### src/shared/sbad_consts.vh
// Purpose: Address map constants for the system bus address decoder
// Assumes: 32-bit byte addresses
// Notes: Sizes are in bytes; windows are naturally aligned to their size
`ifndef SBAD_CONSTS_VH
`define SBAD_CONSTS_VH

// ==========================================
// Region bases
`define SBAD_SRAM_BASE 32'h0000_0000
`define SBAD_FLASH_BASE 32'h8000_0000
`define SBAD_SAU_BASE 32'h9000_0000
`define SBAD_HSRAM_BASE 32'ha000_0000
`define SBAD_XCS0_BASE 32'hc000_0000
`define SBAD_XCS2_BASE 32'hc800_0000
`define SBAD_XCS3_BASE 32'hcc00_0000
`define SBAD_XCS1_BASE 32'hd000_0000
`define SBAD_BRC_BASE 32'hfffd_0000
`define SBAD_BRB_BASE 32'hfffe_0000
`define SBAD_BRA_BASE 32'hffff_0000

// ==========================================
// Region sizes
`define SBAD_SRAM_64K 32'h0001_0000
`define SBAD_SRAM_32K 32'h0000_8000
`define SBAD_FLASH_512K 32'h0008_0000
`define SBAD_FLASH_256K 32'h0004_0000
`define SBAD_FLASH_128K 32'h0002_0000
`define SBAD_SAU_SIZE 32'h0000_0400
`define SBAD_HSRAM_SIZE 32'h0000_1000
`define SBAD_XCS_SIZE 32'h0100_0000
`define SBAD_XCS1_SIZE 32'h0800_0000
`define SBAD_BRIDGE_SIZE 32'h0001_0000

// ==========================================
// Peripheral slot offsets inside a bridge window (low 16 bits)
`define SBAD_SLOT_SIZE 16'h0400
`define SBAD_SLOT_BITS 6
`define SBAD_C_PDMA 16'h0000
`define SBAD_C_PDMA_SIZE 16'h1000
`define SBAD_C_MEMORY_DMA 16'h1000
`define SBAD_C_SER1 16'h1400
`define SBAD_C_SPP0 16'h1800
`define SBAD_C_CAN 16'h1c00
`define SBAD_C_TMR0 16'h2000
`define SBAD_C_ADC 16'h2400
`define SBAD_C_SER4 16'h2800
`define SBAD_C_TWM2 16'h2c00
`define SBAD_C_TWS2 16'h3000
`define SBAD_B_FLC 16'h0000
`define SBAD_B_FLC_SIZE 16'h1000
`define SBAD_B_USB 16'h1000
`define SBAD_B_USB_SIZE 16'h1000
`define SBAD_B_MTX 16'h2000
`define SBAD_B_SAUC 16'h2400
`define SBAD_B_SMC 16'h2800
`define SBAD_B_SDR 16'h2c00
`define SBAD_B_MAC 16'h3000
`define SBAD_A_INT 16'h0000
`define SBAD_A_PWR 16'h0400
`define SBAD_A_SYS 16'h0800

// ==========================================
// Select vector bit positions
`define SBAD_SEL_W 11
`define SBAD_SEL_SRAM 0
`define SBAD_SEL_FLASH 1
`define SBAD_SEL_SAU 2
`define SBAD_SEL_HSRAM 3
`define SBAD_SEL_XCS0 4
`define SBAD_SEL_XCS2 5
`define SBAD_SEL_XCS3 6
`define SBAD_SEL_XCS1 7
`define SBAD_SEL_BRC 8
`define SBAD_SEL_BRB 9
`define SBAD_SEL_BRA 10
`define SBAD_CSEL_W 10
`define SBAD_BSEL_W 7
`define SBAD_ASEL_W 3

`endif

### src/core/sbad_decoder.v
// Purpose: System bus address decoder with one fixed map
// Assumes: One master request per cycle; select outputs registered one cycle later
// Notes: Variant sizes and the external bus presence are parameters
`include "sbad_consts.vh"

module sbad_decoder #(
	parameter [31:0] SRAM_SIZE = `SBAD_SRAM_64K,
	parameter [31:0] FLASH_SIZE = `SBAD_FLASH_512K,
	parameter HAS_EXT_BUS = 1
) (
	clock,
	rst,
	req_valid,
	req_addr,
	req_ready,
	sel,
	sel_offset,
	csel,
	bsel,
	asel,
	resp_error,
	resp_valid
);
	input wire clock;
	input wire rst;
	input wire req_valid;
	input wire [31:0] req_addr;
	output wire req_ready;
	output reg [`SBAD_SEL_W-1:0] sel;
	output reg [31:0] sel_offset;
	output reg [`SBAD_CSEL_W-1:0] csel;
	output reg [`SBAD_BSEL_W-1:0] bsel;
	output reg [`SBAD_ASEL_W-1:0] asel;
	output reg resp_error;
	output reg resp_valid;

	localparam EXT = (HAS_EXT_BUS != 0) ? 1'b1 : 1'b0;

	// ==========================================
	// Top level windows
	// No remap control exists at all, so the map cannot change in boot
	wire [`SBAD_SEL_W-1:0] hit;
	// Whole 32-bit address compared, no translation stage
	sbad_window #(.BASE(`SBAD_SRAM_BASE), .SIZE(SRAM_SIZE)) u_sram (
		.addr(req_addr), .enable(1'b1), .hit(hit[`SBAD_SEL_SRAM]));
	sbad_window #(.BASE(`SBAD_FLASH_BASE), .SIZE(FLASH_SIZE)) u_flash (
		.addr(req_addr), .enable(1'b1), .hit(hit[`SBAD_SEL_FLASH]));
	sbad_window #(.BASE(`SBAD_SAU_BASE), .SIZE(`SBAD_SAU_SIZE)) u_sau (
		.addr(req_addr), .enable(1'b1), .hit(hit[`SBAD_SEL_SAU]));
	sbad_window #(.BASE(`SBAD_HSRAM_BASE), .SIZE(`SBAD_HSRAM_SIZE)) u_hsram (
		.addr(req_addr), .enable(1'b1), .hit(hit[`SBAD_SEL_HSRAM]));
	sbad_window #(.BASE(`SBAD_XCS0_BASE), .SIZE(`SBAD_XCS_SIZE)) u_xcs0 (
		.addr(req_addr), .enable(EXT), .hit(hit[`SBAD_SEL_XCS0]));
	sbad_window #(.BASE(`SBAD_XCS2_BASE), .SIZE(`SBAD_XCS_SIZE)) u_xcs2 (
		.addr(req_addr), .enable(EXT), .hit(hit[`SBAD_SEL_XCS2]));
	sbad_window #(.BASE(`SBAD_XCS3_BASE), .SIZE(`SBAD_XCS_SIZE)) u_xcs3 (
		.addr(req_addr), .enable(EXT), .hit(hit[`SBAD_SEL_XCS3]));
	sbad_window #(.BASE(`SBAD_XCS1_BASE), .SIZE(`SBAD_XCS1_SIZE)) u_xcs1 (
		.addr(req_addr), .enable(EXT), .hit(hit[`SBAD_SEL_XCS1]));
	sbad_window #(.BASE(`SBAD_BRC_BASE), .SIZE(`SBAD_BRIDGE_SIZE)) u_brc (
		.addr(req_addr), .enable(1'b1), .hit(hit[`SBAD_SEL_BRC]));
	sbad_window #(.BASE(`SBAD_BRB_BASE), .SIZE(`SBAD_BRIDGE_SIZE)) u_brb (
		.addr(req_addr), .enable(1'b1), .hit(hit[`SBAD_SEL_BRB]));
	sbad_window #(.BASE(`SBAD_BRA_BASE), .SIZE(`SBAD_BRIDGE_SIZE)) u_bra (
		.addr(req_addr), .enable(1'b1), .hit(hit[`SBAD_SEL_BRA]));

	// ==========================================
	// Peripheral slots, indexed by 1 KB slot number within a bridge
	wire [15:0] poff;
	wire [`SBAD_SLOT_BITS-1:0] slot;
	assign poff = req_addr[15:0];
	assign slot = poff[15:10];

	function [`SBAD_SLOT_BITS-1:0] slot_of;
		input [15:0] off;
		begin
			slot_of = off[15:10];
		end
	endfunction

	reg [`SBAD_CSEL_W-1:0] c_next;
	reg [`SBAD_BSEL_W-1:0] b_next;
	reg [`SBAD_ASEL_W-1:0] a_next;
	always @* begin
		c_next = {`SBAD_CSEL_W{1'b0}};
		b_next = {`SBAD_BSEL_W{1'b0}};
		a_next = {`SBAD_ASEL_W{1'b0}};
		// Peripheral DMA owns a 4 KB slot, so any of its four sub-slots selects it
		c_next[0] = (poff < `SBAD_C_PDMA_SIZE);
		c_next[1] = (slot == slot_of(`SBAD_C_MEMORY_DMA));
		c_next[2] = (slot == slot_of(`SBAD_C_SER1));
		c_next[3] = (slot == slot_of(`SBAD_C_SPP0));
		c_next[4] = (slot == slot_of(`SBAD_C_CAN));
		c_next[5] = (slot == slot_of(`SBAD_C_TMR0));
		c_next[6] = (slot == slot_of(`SBAD_C_ADC));
		c_next[7] = (slot == slot_of(`SBAD_C_SER4));
		c_next[8] = (slot == slot_of(`SBAD_C_TWM2));
		c_next[9] = (slot == slot_of(`SBAD_C_TWS2));
		b_next[0] = (poff < `SBAD_B_USB);
		b_next[1] = (poff >= `SBAD_B_USB) && (poff < `SBAD_B_MTX);
		b_next[2] = (slot == slot_of(`SBAD_B_MTX));
		b_next[3] = (slot == slot_of(`SBAD_B_SAUC));
		b_next[4] = (slot == slot_of(`SBAD_B_SMC));
		b_next[5] = (slot == slot_of(`SBAD_B_SDR));
		b_next[6] = (slot == slot_of(`SBAD_B_MAC));
		a_next[0] = (slot == slot_of(`SBAD_A_INT));
		a_next[1] = (slot == slot_of(`SBAD_A_PWR));
		a_next[2] = (slot == slot_of(`SBAD_A_SYS));
	end

	// ==========================================
	// Resolve: only the owning bridge's slot vector passes
	wire [`SBAD_CSEL_W-1:0] csel_next;
	wire [`SBAD_BSEL_W-1:0] bsel_next;
	wire [`SBAD_ASEL_W-1:0] asel_next;
	assign csel_next = hit[`SBAD_SEL_BRC] ? c_next : {`SBAD_CSEL_W{1'b0}};
	assign bsel_next = hit[`SBAD_SEL_BRB] ? b_next : {`SBAD_BSEL_W{1'b0}};
	assign asel_next = hit[`SBAD_SEL_BRA] ? a_next : {`SBAD_ASEL_W{1'b0}};

	// A bridge hit with an empty slot is still an error; an empty peripheral slot
	// would otherwise hang the master waiting for a slave that does not exist
	wire bridge_hole;
	assign bridge_hole = (hit[`SBAD_SEL_BRC] && (c_next == {`SBAD_CSEL_W{1'b0}}))
		|| (hit[`SBAD_SEL_BRB] && (b_next == {`SBAD_BSEL_W{1'b0}}))
		|| (hit[`SBAD_SEL_BRA] && (a_next == {`SBAD_ASEL_W{1'b0}}));
	wire miss;
	assign miss = (hit == {`SBAD_SEL_W{1'b0}}) || bridge_hole;

	// Offset inside the chosen window; flash base maps to flash word zero
	reg [31:0] off_next;
	always @* begin
		off_next = req_addr;
		case (1'b1)
			hit[`SBAD_SEL_FLASH]: off_next = req_addr - `SBAD_FLASH_BASE;
			hit[`SBAD_SEL_SAU]: off_next = req_addr - `SBAD_SAU_BASE;
			hit[`SBAD_SEL_HSRAM]: off_next = req_addr - `SBAD_HSRAM_BASE;
			hit[`SBAD_SEL_XCS0]: off_next = req_addr - `SBAD_XCS0_BASE;
			hit[`SBAD_SEL_XCS2]: off_next = req_addr - `SBAD_XCS2_BASE;
			hit[`SBAD_SEL_XCS3]: off_next = req_addr - `SBAD_XCS3_BASE;
			hit[`SBAD_SEL_XCS1]: off_next = req_addr - `SBAD_XCS1_BASE;
			hit[`SBAD_SEL_BRC]: off_next = req_addr - `SBAD_BRC_BASE;
			hit[`SBAD_SEL_BRB]: off_next = req_addr - `SBAD_BRB_BASE;
			hit[`SBAD_SEL_BRA]: off_next = req_addr - `SBAD_BRA_BASE;
			default: off_next = req_addr;
		endcase
	end

	// ==========================================
	// Output registers; decoder never stalls
	assign req_ready = 1'b1;

	// Windows are disjoint by construction, so at most one select can be set
	always @(posedge clock or posedge rst) begin
		if (rst) begin
			sel <= {`SBAD_SEL_W{1'b0}};
			sel_offset <= 32'h0000_0000;
			csel <= {`SBAD_CSEL_W{1'b0}};
			bsel <= {`SBAD_BSEL_W{1'b0}};
			asel <= {`SBAD_ASEL_W{1'b0}};
			resp_error <= 1'b0;
			resp_valid <= 1'b0;
		end else begin
			resp_valid <= req_valid;
			resp_error <= req_valid && miss;
			sel <= (req_valid && !miss) ? hit : {`SBAD_SEL_W{1'b0}};
			sel_offset <= req_valid ? off_next : 32'h0000_0000;
			csel <= (req_valid && !miss) ? csel_next : {`SBAD_CSEL_W{1'b0}};
			bsel <= (req_valid && !miss) ? bsel_next : {`SBAD_BSEL_W{1'b0}};
			asel <= (req_valid && !miss) ? asel_next : {`SBAD_ASEL_W{1'b0}};
		end
	end
endmodule

### src/core/sbad_window.v
// Purpose: One aligned address window match
// Assumes: SIZE is a power of two and BASE is aligned to SIZE
// Notes: Purely combinational; a disabled window never matches
module sbad_window #(
	parameter AW = 32,
	parameter [AW-1:0] BASE = {AW{1'b0}},
	parameter [AW-1:0] SIZE = {{(AW-1){1'b0}}, 1'b1}
) (
	addr,
	enable,
	hit
);
	input wire [AW-1:0] addr;
	input wire enable;
	output wire hit;

	// ==========================================
	// Match
	wire [AW-1:0] mask;
	assign mask = ~(SIZE - {{(AW-1){1'b0}}, 1'b1});
	assign hit = enable && ((addr & mask) == (BASE & mask));
endmodule

### config.mk
export PLATFORM = sky130hd
export DESIGN_NAME = sbad_decoder
export DESIGN_NICKNAME = d
export VERILOG_FILES = /design/src/core/sbad_decoder.v /design/src/core/sbad_window.v
export VERILOG_INCLUDE_DIRS = /design/src /design/src/shared
export SDC_FILE = /design/constraint.sdc
export NUM_CORES = 1
export LEC_CHECK = 0
export BUFFER_PORTS_ARGS = -buffer_cell sky130_fd_sc_hd__buf_2
export CORE_MARGIN = 2
export CORE_UTILIZATION = 28
export CTS_BUF_LIST = sky130_fd_sc_hd__clkbuf_4
export CTS_CLUSTER_DIAMETER = 120
export CTS_CLUSTER_SIZE = 24
export DETAILED_ROUTE_END_ITERATION = 10
export GPL_TIMING_DRIVEN = 0
export SLEW_MARGIN = 20
export SYNTH_ARGS = -nofsm -noshare
export SYNTH_HDL_FRONTEND = slang
export SYNTH_SLANG_ARGS = --single-unit
### constraint.sdc
create_clock -name clock -period 2.8 [get_ports clock]
set_clock_uncertainty 0.1 [all_clocks]
set_input_delay 0.56 -clock clock [delete_from_list [all_inputs] [get_ports clock]]
set_output_delay 0.56 -clock clock [all_outputs]
set_load 0.01 [all_outputs]
==> flow_summary.toml <==
[power_and_ir_drop]
p_int_w = 0.00127
p_seq_share_pct = 55.1
switchingPower_w = 0.000493
clkPwrFrac_pct = 28.2
ir_drop_uv = 149
leakagePower_nw = 2.22
powerDensity_nw_per_um2 = 395
combPwrFrac_pct = 16.6
netSwitchingFraction_pct = 28.0

[hold_path]
hold_start = "req_valid"
hold_path_class = "in -> reg"
hold_depth = 1

[yosys]
synth_ff_type = "dfrtp_1"
syn_area_per_cell_sq_um = 9.89
synth_edf_count = 0
ys.warnings.count = 0
yosysTopAreaCellShare_pct = 46.0
ys_async_sr_fraction_pct = 100
postSynthCellCount = 358
synth_area_leaders = "dfrtp_1, ha_1, and2_1, nor2_1, nand2_1"
synth.largest_area_cell = "dfrtp_1"
mappedNetlistArea_sq_um = 3540
netlist-cell-type-count = 62
synthesis.nets = 421
yosysSeqAreaShare_pct = 46.0
synth_common_cells = "dfrtp_1, nor2_1, and2_1, nand2_1, ha_1"
synth_seq_cells = 65
yosysMostFrequentCell = "dfrtp_1"

[detailed_routing]
routed_wl_microns = 9930
wire_per_inst_microns = 15.2
dr.pass1.iters = 5
vias = 3185
drtIter0Drc = 352
drcViolationCount = 0
ant_nets = 0
via_per_inst = 4.88

[worst_setup_path]
critPathKind = "in -> reg"
startpoint_type = "input port"
crit_path_max_fanout = 10
endpoint_kind = "flip-flop"
worstPathArrival_ns = 2.93
crit_required_ns = 2.97
timing.critical_path.from = "req_addr[29]"

[final_layout]
regArea_sq_um = 1630
nFillCells = 1283
multi_input_comb_area_sq_um = 1760
drive_gt1_share_pct = 29.8
syn2layout_area_growth_pct = 25.8
finalInstanceArea_sq_um = 4450
diodes = 0
nets = 539

[timing]
worst_hold_slack_ns = 0.182
maxSlewHeadroom_pct = 38.6
fin_crit_sh_pct = 98.7
min_period_ns = 2.76
max_freq_ghz = 0.362
final_max_slew_viol_count = 0
worstMarginPinSlew_ns = 0.913
hold_viol_final = 0
final-setup-viol-count = 0

[global_routing]
grt_max_degree = 51
grt_pass1_wl_microns = 15600
grtUsageTotal_pct = 15.0
grt_pass1_vias = 3008
antenna_found_initial = 0
grt-ovfl-total = 0

[die]
ioPinCount = 101
die_w_microns = 116
dieArea_sq_um = 13600
die_h_microns = 116
core_area_sq_um = 12500
num_rows = 41
start_util_pct = 28.4

[clock_network]
clockBufferDepth = 2
cts_max_level = 3
cts_root_buf = "clkbuf_4"
cts_tree = "built"
numClockSinks = 65
numCtsBuffers = 9
clk_pin_slew_ns = 0.09

[place]
hpwlAfterDp_microns = 7680
port_buffers = 99
gp_congestion = 0.897
placed_area_sq_um = 4280

[status]
status = "finished clean"

[job]
drv_cap = 0
## flip-flops by register name, indices dropped and copies added, names as in the netlist
| signal | count |
|---|---|
| sel_offset | 32 |
| csel | 10 |
| sel | 11 |
| asel | 3 |
| bsel | 7 |
| resp_error | 1 |
| resp_valid | 1 |
## cells in the final DEF (no fill, tap or decap), types with 7 or more instances in the layout
cell / count
nor2_1: 41
nor3_1: 9
dfrtp_1: 65
nand3_1: 12
and2_1: 29
o21ai_0: 7
ha_1: 28
nand2_1: 29
buf_4: 7
clkbuf_1: 8
a21oi_1: 10
clkbuf_4: 11
inv_1: 14
nand4_1: 8
buf_2: 102
## power by group through the flow
stage	logic [W]	registers, W	clock network [W]
floorplan	0.000143	0.00100	0
global placement	0.000271	0.000989	0
detailed placement	0.000281	0.000989	0
CTS	0.000283	0.000971	0.000526
global route	0.000325	0.000973	0.000572
finish	0.000293	0.000970	0.000497
## layout make-up
| cell class | count | area share (%) |
|---|---|---|
| multi-input cells | 260 | 39.6 |
| flip-flops and latches | 65 | 36.5 |
| repair buffers | 107 | 13.0 |
| well taps | 172 | 4.83 |
| plain buffers | 15 | 1.94 |
| clock buffers | 11 | 1.85 |
| inverters | 18 | 1.74 |
| clock inverters | 4 | 0.478 |
## critical path: stages
cell	delay [ns]
buf_2	0.25
clkinvlp_4	0.23
ha_1	0.30
and3_1	0.23
or4_4	0.43
buf_6	0.16
nor3_1	0.34
o2111ai_1	0.17
xnor2_1	0.21
nor2_1	0.06
## cell families (layout without fill, tap and decap cells)
group | after synthesis | after routing | synth area share [%]
AO/OA/AOI/OAI | 66 | 66 | 14.3
XOR/XNOR | 6 | 6 | 1.48
adder cells (fa/ha/maj) | 28 | 28 | 9.90
buffers and inverters | 33 | 155 | 4.35
flip-flops | 65 | 65 | 46.0
multiplexers | 1 | 1 | 0.283
other | 1 | 1 | 0.106
AND/OR/NAND/NOR | 158 | 158 | 23.6
## stage by stage
step / total power [W] / TNS [ns] / cells / setup slack, ns / utilization (%)
2_1_floorplan: 0.00115 / 0 / 358 / 0.313 / -
3_3_place_gp: 0.00126 / -12.48 / 629 / -0.328 / 34.1
3_5_place_dp: 0.00127 / -4.93 / 630 / -0.350 / 34.3
4_1_cts: 0.00178 / 0 / 646 / 0.101 / 35.3
5_1_grt: 0.00187 / -0.00352 / 652 / -0.00352 / 35.7
6_report: 0.00176 / 0 / 652 / 0.0373 / 35.7
## timing repair
action / CTS / global route
resized for setup: 0 / 4
hold endpoints to repair: 15 / 0
endpoints found under the setup margin: 0 / 4
hold buffers: 1 / 0
setup buffers: 0 / 6
## layer usage
| layer | global-route usage, % | up-vias | routed length (microns) | part of all wire (%) |
|---|---|---|---|---|
| li1 | - | 1493 | - | - |
| met1 | 18.8 | 1524 | 4210 | 42 |
| met2 | 25.5 | 153 | 4810 | 48 |
| met3 | 3.43 | 15 | 755 | 7.6 |
| met4 | 5.16 | 0 | 155 | 1.6 |
| met5 | 0 | - | 0 | 0 |
## worst paths after layout
kind,endpoint
worst max-delay path,sel_offset[26]$_DFF_PP0_
worst min-delay path,resp_valid$_DFF_PP0_
max in group asynchronous,sel[4]$_DFF_PP0_
min in group asynchronous,sel_offset[0]$_DFF_PP0_
(Power assumes the default switching activity.)
